[src/core/dmsp_map.vh]
`ifndef DMSP_MAP_VH
`define DMSP_MAP_VH
// ----------------------------------------------------------------
// register byte offsets
// ----------------------------------------------------------------
`define DMSP_CTRL_OFS 12'h000
`define DMSP_TXBUF_OFS 12'h004
`define DMSP_RXBUF_OFS 12'h008
`define DMSP_STAT_OFS 12'h00C
`define DMSP_IRQST_OFS 12'h010
`define DMSP_IRQMSK_OFS 12'h014
`define DMSP_BAUD_OFS 12'h018
// ----------------------------------------------------------------
// control field positions
// ----------------------------------------------------------------
`define DMSP_CTRL_PORT_EN 0
`define DMSP_CTRL_TX_EN 1
`define DMSP_CTRL_RX_EN 2
`define DMSP_CTRL_ASYNC 3
`define DMSP_CTRL_EXT_CLK 4
`define DMSP_CTRL_RDY_EN 5
`define DMSP_CTRL_TXI_SEL 6
// ----------------------------------------------------------------
// status and interrupt bit positions
// ----------------------------------------------------------------
`define DMSP_ST_TBE 0
`define DMSP_ST_TSC 1
`define DMSP_ST_RBF 2
`define DMSP_IRQ_TX 0
`define DMSP_IRQ_RX 1
// ----------------------------------------------------------------
// reset values and timing
// ----------------------------------------------------------------
`define DMSP_CTRL_RST 7'h00
`define DMSP_BAUD_RST 8'h03
`define DMSP_MASK_RST 2'h0
`endif

[src/core/dmsp_sync.v]
`timescale 1ns/1ps
// two flop synchroniser for pin levels
module dmsp_sync
(
  input wire pclk,
  input wire presetn,
  input wire d,
  output wire q
);
reg m_q;
reg s_q;
// ----------------------------------------------------------------
// capture
// ----------------------------------------------------------------
// first flop feeds only the second
always @(posedge pclk or negedge presetn)
begin
  if (!presetn)
  begin
    m_q <= 1'b1;
    s_q <= 1'b1;
  end
  else
  begin
    m_q <= d;
    s_q <= m_q;
  end
end
assign q = s_q;
endmodule // dmsp_sync

[src/core/dmsp_tick.v]
`timescale 1ns/1ps
// internal shift clock: toggles every baud+1 cycles
module dmsp_tick
(
  input wire pclk,
  input wire presetn,
  input wire run,
  input wire [7:0] baud,
  output reg sclk_q,
  output wire fall,
  output wire rise
);
reg [7:0] cnt_q;
wire hit;
assign hit = run && (cnt_q == baud);
assign fall = hit && sclk_q;
assign rise = hit && !sclk_q;
// ----------------------------------------------------------------
// divider
// ----------------------------------------------------------------
// idles high so a first fall opens each bit cell
always @(posedge pclk or negedge presetn)
begin
  if (!presetn)
  begin
    cnt_q <= 8'h00;
    sclk_q <= 1'b1;
  end
  else if (!run)
  begin
    cnt_q <= 8'h00;
    sclk_q <= 1'b1;
  end
  else if (hit)
  begin
    cnt_q <= 8'h00;
    sclk_q <= !sclk_q;
  end
  else
  begin
    cnt_q <= cnt_q + 8'h01;
  end
end
endmodule // dmsp_tick

[src/core/dmsp_core.v]
`timescale 1ns/1ps
`include "dmsp_map.vh"
module dmsp_core
(
  input wire pclk,
  input wire presetn,
  input wire psel,
  input wire penable,
  input wire pwrite,
  input wire [11:0] paddr,
  input wire [31:0] pwdata,
  output reg [31:0] prdata,
  output wire pready,
  output wire pslverr,
  output wire irq,
  input wire txd_in,
  output wire txd_out,
  output wire txd_oe,
  input wire rxd_in,
  input wire shift_clock_pin_in,
  output wire shift_clock_pin_out,
  output wire shift_clock_pin_oe,
  output wire receiver_ready_pin_n,
  output wire receiver_ready_pin_oe,
  output reg [3:0] gpio_in_q
);
// ----------------------------------------------------------------
// declarations
// ----------------------------------------------------------------
reg [6:0] ctrl_q;
reg [7:0] baud_q;
reg [7:0] txbuf_q;
reg [7:0] txsh_q;
reg [7:0] rxsh_q;
reg [7:0] rxbuf_q;
reg [3:0] txcnt_q;
reg [3:0] rxcnt_q;
reg tbe_q;
reg tsc_q;
reg rbf_q;
reg txbusy_q;
reg txout_q;
reg rxbusy_q;
reg [1:0] irqst_q;
reg [1:0] mask_q;
reg sclk_d1_q;
wire sclk_s;
wire rxd_s;
wire txd_s;
wire port_en;
wire tx_en;
wire rx_en;
wire async_m;
wire ext_clk;
wire wr;
wire rd;
wire tick_run;
wire int_sclk;
wire int_fall;
wire int_rise;
wire ext_fall;
wire ext_rise;
wire sh_fall;
wire sh_rise;
wire txbuf_wr;
wire tx_load;
wire rx_run;
wire tx_irq_ev;
wire rx_irq_ev;
wire [1:0] w1c;
// ----------------------------------------------------------------
// address decode helper
// ----------------------------------------------------------------
function is_reg;
  input [11:0] a;
  input [11:0] ofs;
  begin
    is_reg = (a == ofs);
  end
endfunction
assign wr = psel && penable && pwrite;
assign rd = psel && !pwrite;
assign pready = 1'b1;
assign pslverr = 1'b0;
assign port_en = ctrl_q[`DMSP_CTRL_PORT_EN];
assign tx_en = ctrl_q[`DMSP_CTRL_TX_EN];
assign rx_en = ctrl_q[`DMSP_CTRL_RX_EN];
assign async_m = ctrl_q[`DMSP_CTRL_ASYNC];
assign ext_clk = ctrl_q[`DMSP_CTRL_EXT_CLK] && !async_m;
assign txbuf_wr = wr && is_reg(paddr, `DMSP_TXBUF_OFS);
// ----------------------------------------------------------------
// pin input synchronisers
// ----------------------------------------------------------------
dmsp_sync u_sync_sclk
(
  .pclk(pclk),
  .presetn(presetn),
  .d(shift_clock_pin_in),
  .q(sclk_s)
);
dmsp_sync u_sync_rxd
(
  .pclk(pclk),
  .presetn(presetn),
  .d(rxd_in),
  .q(rxd_s)
);
// general port level of the data pin is a pin too
dmsp_sync u_sync_txd
(
  .pclk(pclk),
  .presetn(presetn),
  .d(txd_in),
  .q(txd_s)
);
// general port inputs when the port is disabled
always @(posedge pclk or negedge presetn)
begin
  if (!presetn)
  begin
    gpio_in_q <= 4'h0;
    sclk_d1_q <= 1'b1;
  end
  else
  begin
    gpio_in_q <= {1'b0, sclk_s, rxd_s, txd_s};
    sclk_d1_q <= sclk_s;
  end
end
assign ext_fall = sclk_d1_q && !sclk_s;
assign ext_rise = !sclk_d1_q && sclk_s;
// ----------------------------------------------------------------
// shift clock
// ----------------------------------------------------------------
// sync mode: clock runs for either direction, not just tx
// a pending buffer must run the clock, or no fall ever loads it
assign tick_run = async_m ? (txbusy_q || rxbusy_q || !tbe_q)
  : (txbusy_q || !tbe_q || (rx_en && port_en));
dmsp_tick u_tick
(
  .pclk(pclk),
  .presetn(presetn),
  .run(tick_run),
  .baud(baud_q),
  .sclk_q(int_sclk),
  .fall(int_fall),
  .rise(int_rise)
);
// one shared clock for both directions in sync mode
assign sh_fall = ext_clk ? ext_fall : int_fall;
assign sh_rise = ext_clk ? ext_rise : int_rise;
// ----------------------------------------------------------------
// transmitter
// ----------------------------------------------------------------
// load only on a shift-clock fall, so done drops 0..1 clocks late, 0.5 from an idle clock
assign tx_load = !txbusy_q && !tbe_q && sh_fall;
// port enable gates pins only, never the shifter
always @(posedge pclk or negedge presetn)
begin
  if (!presetn)
  begin
    txbuf_q <= 8'h00;
    txsh_q <= 8'h00;
    txcnt_q <= 4'h0;
    txbusy_q <= 1'b0;
    txout_q <= 1'b1;
    tbe_q <= 1'b1;
    tsc_q <= 1'b1;
  end
  else
  begin
    if (wr && is_reg(paddr, `DMSP_CTRL_OFS) &&
        pwdata[`DMSP_CTRL_TX_EN] && !tx_en)
    begin
      tbe_q <= 1'b1;
      tsc_q <= 1'b1;
    end
    else if (txbuf_wr && (tx_en || txbusy_q))
    begin
      txbuf_q <= pwdata[7:0];
      tbe_q <= 1'b0;
    end
    else if (tx_load)
    begin
      txsh_q <= txbuf_q;
      txbusy_q <= 1'b1;
      tsc_q <= 1'b0;
      tbe_q <= 1'b1;
      txcnt_q <= 4'h0;
      txout_q <= async_m ? 1'b0 : txbuf_q[0];
    end
    // sync: eighth rise ends the frame, clock left high, no extra edge
    else if (txbusy_q && !async_m && sh_rise && (txcnt_q == 4'h7))
    begin
      txbusy_q <= 1'b0;
      tsc_q <= 1'b1;
    end
    else if (txbusy_q && sh_fall)
    begin
      if (txcnt_q == (async_m ? 4'h9 : 4'h7))
      begin
        txbusy_q <= 1'b0;
        tsc_q <= 1'b1;
        txout_q <= 1'b1;
      end
      else
      begin
        txcnt_q <= txcnt_q + 4'h1;
        txsh_q <= async_m ? txsh_q : {1'b1, txsh_q[7:1]};
        txout_q <= async_m ? (txcnt_q < 4'h8 ? txsh_q[txcnt_q[2:0]]
                                             : 1'b1)
                           : txsh_q[1];
      end
    end
    // async: clearing transmit enable alone stops the transmitter
    if (async_m && !tx_en && txbusy_q)
    begin
      txbusy_q <= 1'b0;
      tsc_q <= 1'b1;
      txout_q <= 1'b1;
    end
  end
end
// pins revert to general ports while disabled; data hidden
assign txd_out = txout_q;
assign txd_oe = port_en && tx_en;
assign shift_clock_pin_out = int_sclk;
assign shift_clock_pin_oe = port_en && !async_m && !ext_clk;
// ready driven only with receive, ready and transmit all on
assign receiver_ready_pin_oe = port_en && !async_m &&
  ctrl_q[`DMSP_CTRL_RDY_EN] && rx_en && tx_en;
assign receiver_ready_pin_n = !(rx_en && !rbf_q);
// ----------------------------------------------------------------
// receiver
// ----------------------------------------------------------------
// either enable off stops reception in both modes
assign rx_run = rx_en && port_en;
always @(posedge pclk or negedge presetn)
begin
  if (!presetn)
  begin
    rxsh_q <= 8'h00;
    rxbuf_q <= 8'h00;
    rxcnt_q <= 4'h0;
    rxbusy_q <= 1'b0;
    rbf_q <= 1'b0;
  end
  else
  begin
    if (rd && penable && is_reg(paddr, `DMSP_RXBUF_OFS))
      rbf_q <= 1'b0;
    if (!rx_run)
    begin
      rxbusy_q <= 1'b0;
      rxcnt_q <= 4'h0;
    end
    else if (async_m && !rxbusy_q && !rxd_s)
    begin
      rxbusy_q <= 1'b1;
      rxcnt_q <= 4'h0;
    end
    else if ((rxbusy_q || !async_m) && sh_rise)
    begin
      rxcnt_q <= rxcnt_q + 4'h1;
      if (!async_m || (rxcnt_q != 4'h0 && rxcnt_q < 4'h9))
        rxsh_q <= {rxd_s, rxsh_q[7:1]};
      if (rxcnt_q == (async_m ? 4'h9 : 4'h7))
      begin
        rxbuf_q <= async_m ? rxsh_q : {rxd_s, rxsh_q[7:1]};
        rbf_q <= 1'b1; // receive event wins over the read clear
        rxbusy_q <= 1'b0;
        rxcnt_q <= 4'h0;
      end
    end
  end
end
// ----------------------------------------------------------------
// control and divider registers
// ----------------------------------------------------------------
// no lockout: software keeps both enables off while reconfiguring
always @(posedge pclk or negedge presetn)
begin
  if (!presetn)
  begin
    ctrl_q <= `DMSP_CTRL_RST;
    baud_q <= `DMSP_BAUD_RST;
    mask_q <= `DMSP_MASK_RST;
  end
  else if (wr)
  begin
    if (is_reg(paddr, `DMSP_CTRL_OFS))
      ctrl_q <= pwdata[6:0];
    if (is_reg(paddr, `DMSP_BAUD_OFS))
      baud_q <= pwdata[7:0];
    if (is_reg(paddr, `DMSP_IRQMSK_OFS))
      mask_q <= pwdata[1:0];
  end
end
// ----------------------------------------------------------------
// interrupts
// ----------------------------------------------------------------
// selected source; the forced flags on enable raise it too
assign tx_irq_ev = tx_en && (ctrl_q[`DMSP_CTRL_TXI_SEL] ? tsc_q : tbe_q)
  && !(irqst_q[`DMSP_IRQ_TX]);
assign rx_irq_ev = rx_run && (rxcnt_q == (async_m ? 4'h9 : 4'h7))
  && sh_rise && (rxbusy_q || !async_m);
assign w1c = (wr && is_reg(paddr, `DMSP_IRQST_OFS)) ? pwdata[1:0]
                                                     : 2'h0;
// tx level source would re-set after clear; latch on rising source
reg txsrc_d1_q;
always @(posedge pclk or negedge presetn)
begin
  if (!presetn)
  begin
    irqst_q <= 2'h0;
    txsrc_d1_q <= 1'b0;
  end
  else
  begin
    txsrc_d1_q <= tx_en && (ctrl_q[`DMSP_CTRL_TXI_SEL] ? tsc_q : tbe_q);
    irqst_q[`DMSP_IRQ_TX] <= (tx_irq_ev && !txsrc_d1_q) ||
      (irqst_q[`DMSP_IRQ_TX] && !w1c[0]);
    irqst_q[`DMSP_IRQ_RX] <= rx_irq_ev ||
      (irqst_q[`DMSP_IRQ_RX] && !w1c[1]);
  end
end
assign irq = |(irqst_q & mask_q);
// ----------------------------------------------------------------
// read mux
// ----------------------------------------------------------------
always @*
begin
  prdata = 32'h00000000;
  case (paddr)
    `DMSP_CTRL_OFS: prdata = {25'h0000000, ctrl_q};
    `DMSP_TXBUF_OFS: prdata = {24'h000000, txbuf_q};
    `DMSP_RXBUF_OFS: prdata = {24'h000000, rxbuf_q};
    `DMSP_STAT_OFS: prdata = {29'h00000000, rbf_q, tsc_q, tbe_q};
    `DMSP_IRQST_OFS: prdata = {30'h00000000, irqst_q};
    `DMSP_IRQMSK_OFS: prdata = {30'h00000000, mask_q};
    `DMSP_BAUD_OFS: prdata = {24'h000000, baud_q};
    default: prdata = 32'h00000000;
  endcase
end
endmodule // dmsp_core

[config.mk]
export PLATFORM = sky130hd
export DESIGN_NAME = dmsp_core
export DESIGN_NICKNAME = d
export VERILOG_FILES = /design/src/core/dmsp_sync.v /design/src/core/dmsp_tick.v /design/src/core/dmsp_core.v
export VERILOG_INCLUDE_DIRS = /design/src /design/src/core
export SDC_FILE = /design/constraint.sdc
export NUM_CORES = 1
export LEC_CHECK = 0
export ABC_AREA = 1
export BUFFER_PORTS_ARGS = -buffer_cell sky130_fd_sc_hd__clkbuf_2
export CAP_MARGIN = 20
export CORE_ASPECT_RATIO = 0.8
export CORE_MARGIN = 4
export CORE_UTILIZATION = 30
export CTS_BUF_LIST = sky130_fd_sc_hd__clkbuf_4 sky130_fd_sc_hd__clkbuf_8 sky130_fd_sc_hd__clkbuf_16
export DETAILED_ROUTE_END_ITERATION = 7
export PLACE_DENSITY = 0.45
export SYNTH_ARGS = -nofsm -noshare
export SYNTH_HDL_FRONTEND = slang
export SYNTH_SLANG_ARGS = --single-unit
export TNS_END_PERCENT = 50
[constraint.sdc]
create_clock -name pclk -period 2.3 [get_ports pclk]
set_clock_uncertainty 0.1 [all_clocks]
set_input_delay 0.115 -clock pclk [delete_from_list [all_inputs] [get_ports pclk]]
set_output_delay 0.115 -clock pclk [all_outputs]
set_load 0.02 [all_outputs]
### Word level (Yosys, flattened, before mapping)

Index checks and enable logic that the tools add are counted.

| cells by class | value |
|---|---|
| multiplexer cells | 63 |
| $add $sub $neg | 3 |
| bitwise logic cells | 4 |
| divide/modulo/power cells | 0 |
| $mul | 0 |
| shifts and indexed selects | 0 |
| order comparisons | 3 |
| eq/ne operators | 20 |
| reduce and logical (&&, ||, !) cells | 93 |

Operators by type and width:

| kind | count |
|---|---|
| $mux W8 | 8 |
| $pmux W8 S7 | 1 |
| $logic_and A1 B1 Y1 | 45 |
| $mux W1 | 43 |
| $eq A12 B5 Y1 const B | 3 |
| $mux W4 | 9 |
| $eq A12 B4 Y1 const B | 2 |
| $logic_not A1 Y1 | 17 |
| $reduce_and A4 Y1 | 4 |
| $eq A12 B3 Y1 const B | 1 |
| $logic_not A12 Y1 | 1 |
| $reduce_bool A4 Y1 | 3 |
| $reduce_and A2 Y1 | 5 |
| $reduce_bool A5 Y1 | 2 |
| $logic_or A1 B1 Y1 | 9 |
| $add A4 B1 Y4 const B | 2 |
| $add A8 B1 Y8 const B | 1 |
| $eq A4 B4 Y1 | 2 |
| $eq A8 B8 Y1 | 1 |
| $lt A4 B4 Y1 const B | 2 |
| $ne A2 B1 Y1 const B | 3 |
| $ne A2 B2 Y1 const B | 3 |
| $ne A3 B1 Y1 const B | 2 |
| $ne A3 B2 Y1 const B | 2 |
| 12 further kinds | 15 |

| word-level totals | value |
|---|---|
| bits in read-only memories | 0 |
| output and inout bits | 45 |
| register bits after elaboration | 85 |
| memories kept | 0 |
| input bits | 52 |
| latch bits | 0 |
| bits in writable memories | 0 |
| word-level logic and storage cells | 213 |

### Logic depth before layout (Yosys ltp)

| logic depth | value |
|---|---|
| depth after elaboration | 14 |
| mapped depth | 15 |
| gate-level depth less buffers | 15 |

### By module

A second synthesis with hierarchy kept.

| second synthesis, totals | value |
|---|---|
| cell total of the unflattened synthesis | 638 |
| area total of the unflattened synthesis | 4913.5 um^2 |

Modules (own cells, without submodules):

| module | sequential area each (um^2) | instances | cells an instance | area an instance (um^2) |
|---|---|---|---|---|
| dmsp_core | 1759.2 | 1 | 560 | 4186.5 |
| dmsp_tick | 226.5 | 1 | 72 | 569.3 |
| dmsp_sync | 52.6 | 3 | 2 | 52.6 |

### Worst setup path after synthesis

Ideal clock, no wire load.

| timing | value |
|---|---|
| path type | reg-to-reg |
| start point | reg baud_q[0] |
| end point | reg txsh_q[6] |
| setup time | 0.123 ns |
| period minus slack after synthesis | 1.891 ns |
| arrival | 1.668 ns |
| data required time | 2.077 ns |
| stages on the path, launching flop included | 15 |
| path slack | 0.409 ns |
| path buffers | 1 |
| cells stage by stage | dfstp_2 > inv_1 > nand2_1 > nand2_1 > nor2_1 > nand2_1 > nor2_1 > nand3_1 > nand2_2 > o21ai_2 > nor2_4 > nand3_4 > buf_6 > nand2_1 > o21ai_2 |

| between the ends | value |
|---|---|
| longest elaborated chain between the ends | 8 |
| elaborated cells on any way between the ends | 16 |
| those cells by class | 4 x eq/ne; 3 x mux; 9 x reduce/logical |

Ends and longest elaborated chain:

| item | line | source |
|---|---|---|
| start: declaration | dmsp_core.v:31 | `reg [7:0] baud_q;` |
| start signal: assignment | dmsp_core.v:286 | `` baud_q <= `DMSP_BAUD_RST; `` |
| start signal: assignment | dmsp_core.v:294 | `baud_q <= pwdata[7:0];` |
| $eq A8 B8 Y1 * | dmsp_tick.v:15 | `assign hit = run && (cnt_q == baud);` |
| $logic_and A1 B1 Y1 * | dmsp_tick.v:15 |  |
| $logic_and A1 B1 Y1 | dmsp_tick.v:17 | `assign rise = hit && !sclk_q;` |
| $mux W1 | dmsp_core.v:151 | `assign sh_rise = ext_clk ? ext_rise : int_rise;` |
| $logic_and A1 B1 Y1 (2 in series) | dmsp_core.v:193 | `else if (txbusy_q && !async_m && sh_rise && (txcnt_q == 4'h7))` |
| $ne A2 B2 Y1 (no line) | -- |  |
| $reduce_and A6 Y1 (no line) | -- |  |
| end signal: assignment | dmsp_core.v:185 | `txsh_q <= txbuf_q;` |
| end signal: assignment | dmsp_core.v:209 | `txsh_q <= async_m ? txsh_q : {1'b1, txsh_q[7:1]};` |
| end: declaration | dmsp_core.v:33 | `reg [7:0] txsh_q;` |

Mark *: on every way between the ends. The rest lies on a longest branch, timed or not.
A chain may end at the register's enable or synchronous reset.

### Worst setup path in the final report

| timing | value |
|---|---|
| start point | reg baud_q[1] |
| end point | reg txsh_q[0] |

The elaborated chain is that of the path after synthesis.

==> impl_results.rst <==
.. list-table::
   :header-rows: 1

   * - Metric
     - Value
   * - Maximum achievable frequency
     - 459 MHz
   * - Final Instance Count excl. Fillers
     - 908
   * - Clock latency of the later-clocked register in the worst-skew pair
     - 0.34 ns
   * - Detail Route Antenna Nets
     - 0
   * - Layout cell share with drive strength beyond 1
     - 0.196
   * - Capture point of the worst reg-to-reg path
     - txsh_q[0]
   * - Synthesized netlist cell count
     - 619
   * - Post-synth EDFFs
     - 0
   * - CTS Buffer Depth
     - 2
   * - Clock period minus worst slack
     - 2.18 ns
   * - TritonCTS clock tree
     - yes
   * - Total power after layout
     - 3.08 mW
   * - Sinks on the clock net
     - 85
   * - Root buffer cell
     - clkbuf_16
   * - Worst setup path startpoint
     - baud_q[1]
   * - Hold Path Depth
     - 4
   * - Post-detailed-placement half-perimeter wirelength
     - 9.59 mm
   * - Final Setup Violations
     - 0
   * - Worst Setup Slack, final
     - 0.121 ns
   * - Initial cell density of the core
     - 0.305
   * - DR vias
     - 4056
   * - Cell family contributing the most delay on the critical path
     - simple AND/OR/NAND/NOR gates
   * - Core Region
     - 0.0157 mm^2
   * - Routed via count divided by cell count
     - 4.47
   * - Worst min-delay path startpoint
     - penable
   * - Die Footprint
     - 0.0181 mm^2
   * - Max-cap check violation count
     - 0
   * - VDD IR max
     - 0.327 mV
   * - Standard cell area after detailed placement
     - 0.00522 mm^2
   * - Top flip-flop cell by instance count after synthesis
     - dfrtp_1
   * - DRC violation total after the first TritonRoute iteration
     - 201
   * - Most area-consuming cells after synthesis
     - dfrtp_1 (38%), nand2_1 (12%), inv_1 (7.3%)
   * - Crit-path most repeated cell
     - nand2_1
   * - Number of global-route vias before repair
     - 3833
   * - Number of pins exceeding their max-slew limit in the final report
     - 0
   * - Area overhead of the layout relative to synthesis
     - 18.2%
   * - Hold Fails Final Rpt
     - 0
   * - Worst flop-to-flop path startpoint
     - baud_q[1]
   * - Startpoint type of the worst setup path
     - flop
   * - Cts bufs inserted
     - 9
   * - Commonest non-fill, non-tap cell in the layout
     - nand2_1
   * - Pre-CTS WS
     - 0.0720 ns
   * - Unrepaired setup endpoints after global routing
     - true
   * - Slowest Stage Delay on Critical Path
     - 0.54 ns
   * - Routed length per instance
     - 13.5 um
   * - Horizontal die dimension
     - 149 um
   * - Post-route clock period utilization
     - 0.947
   * - Tightest Hold Check Type
     - in2reg
   * - CP max-delay cell
     - dfstp_2
   * - Crit path cell chain
     - inv_1 -> nand2_1 -> nand2_1 -> nor2_1 -> nand2_1 -> nor2_2 -> nand3_1 -> nand2_4 -> o21ai_2 -> nor2_4 -> nand3_4 -> nand2_1 -> o21ai_2
   * - Buf+Inv Stages, Crit Path
     - 1
   * - Die H
     - 121 um
   * - Leakage power figure
     - 2.76 nW
   * - Total standard cell area after synthesis
     - 0.00479 mm^2
   * - Final WL
     - 12.3 mm
   * - Antenna violations before repair
     - 0
   * - Cell taking the most area after synthesis
     - dfrtp_1
   * - Number of nets at the end of the flow
     - 745
   * - Ant. Diodes
     - 0
   * - Avg Cell Area, Syn
     - 7.74 um^2
   * - Overall fraction of global-route tracks in use
     - 0.142
   * - Yosys cell types
     - 42
   * - Sort of element at the end of the critical path
     - flop
   * - First-pass GRT wire length
     - 20.1 mm
   * - Worst-path maximum fanout
     - 14
   * - Detailed-routing iteration count for the pre-antenna-repair pass
     - 4
   * - Core utilization of the finished layout
     - 0.360
   * - Number of levels the H-tree was split into
     - 3
   * - Global route overflow
     - 0
   * - Data required time of the critical path
     - 2.43 ns
   * - Count of warnings emitted by yosys
     - 0
   * - Post-synthesis register bit count
     - 85
   * - Kind of critical path
     - reg2reg
   * - Tightest hold margin
     - 0.0395 ns
   * - Post-layout instance area
     - 0.00566 mm^2
   * - Maximum number of pins on one net before global-route repair
     - 43
   * - Outcome
     - completed
   * - Areal power density over the cells
     - 544 mW/mm^2
   * - Worst hold path endpoint
     - rbf_q
   * - FFs w/ async S/R, synth
     - 1.00
   * - Sum Neg Setup Slack
     - 0 ns
   * - Number of core rows
     - 41
   * - Register-to-register path setup slack
     - 0.12 ns
   * - Cell total after placement
     - 878
   * - Commonest cells after routing, fill and taps aside
     - nand2_1 (159), inv_1 (92), dfrtp_1 (72)
   * - Post-route DRC
     - 0
   * - Seq/Total Area, Yosys
     - 0.448
   * - Clock-pin slew on the worst setup and hold paths
     - 0.07 ns
   * - Top-level I/O count
     - 97
   * - GPL Wtd Cong
     - 0.843
   * - Worst Reg-to-Reg Cells
     - 13
   * - Number of buffers inserted by port buffering
     - 45
   * - Share of the synthesized area in the top cell type
     - 0.376
   * - Arr. time, crit path
     - 2.31 ns
==> worst max-delay path by stage <==
stage                end  cells past startpoint
2_1_floorplan  txsh_q[6]                     14
3_3_place_gp   txsh_q[1]                     13
3_5_place_dp   txsh_q[7]                     13
4_1_cts        txsh_q[0]                     13
5_1_grt        txsh_q[7]                     13
6_report       txsh_q[0]                     13
==> per-layer routing <==
| layer | GRT usage | routed length [um] | up-vias |
|---|---|---|---|
| met5 | 0 | 0 | - |
| met4 | 0.0286 | 116 | 0 |
| met3 | 0.0426 | 656 | 11 |
| met2 | 0.211 | 5300 | 93 |
| met1 | 0.207 | 6210 | 1895 |
| li1 | - | - | 2057 |
==> logic make-up (layout without fill, tap and decap cells) <==
logic type / count (synthesis) / count (layout) / share of synthesized area
AND/OR/NAND/NOR: 266 / 266 / 0.252
buffers and inverters: 142 / 191 / 0.141
AO/OA/AOI/OAI: 117 / 117 / 0.141
flip-flops: 85 / 85 / 0.448
adder cells (fa/ha/maj): 5 / 5 / 0.0131
other: 2 / 27 / 0.00157
XOR/XNOR: 2 / 2 / 0.00366
==> state kept, by name (all words and copies together) (netlist names), 3 cells and up <==
| signal | cells |
|---|---|
| baud_q | 8 |
| ctrl_q | 7 |
| gpio_in_q | 3 |
| rxbuf_q | 8 |
| rxcnt_q | 4 |
| rxsh_q | 8 |
| txbuf_q | 8 |
| txcnt_q | 4 |
| txsh_q | 8 |
| u_tick.cnt_q | 8 |
==> cell usage after synthesis, types with 9 or more instances <==
cell type  instances
o21ai_1            9
nand3_1           30
dfrtp_1           72
dfstp_2           13
nand2_2           12
nand2_1          159
o21ai_0           63
buf_4             28
nor2_1            34
inv_1             93
a21oi_1           13
o22ai_1           10
==> final cells by class <==
cell class,instances,area [um^2]
clock buffers,12,260
flip-flops and latches,85,2140
repair buffers,72,485
well taps,215,269
fillers,1691,10000
clock inverters,4,30.0
multi-input cells,417,2080
inverters,103,393
==> where the power goes <==
part	internal [mW]	switching [mW]	total, mW
Sequential	1.51	0.00424	1.51
Clock	0.807	0.597	1.40
Combinational	0.0437	0.115	0.159
==> tightest hold or removal path, cell delays in order <==
cell and delay, ns:
clkbuf_2 0.09, nand2_1 0.05, nor3_1 0.04, o21ai_0 0.15
==> repair_timing <==
item                       4_1_cts  5_1_grt
hold endpoints to repair        83        0
setup buffers                    0        2
resized for setup                0        5
setup endpoints to repair        0       18
hold buffers                    12        0
(Power assumes the default switching activity.)
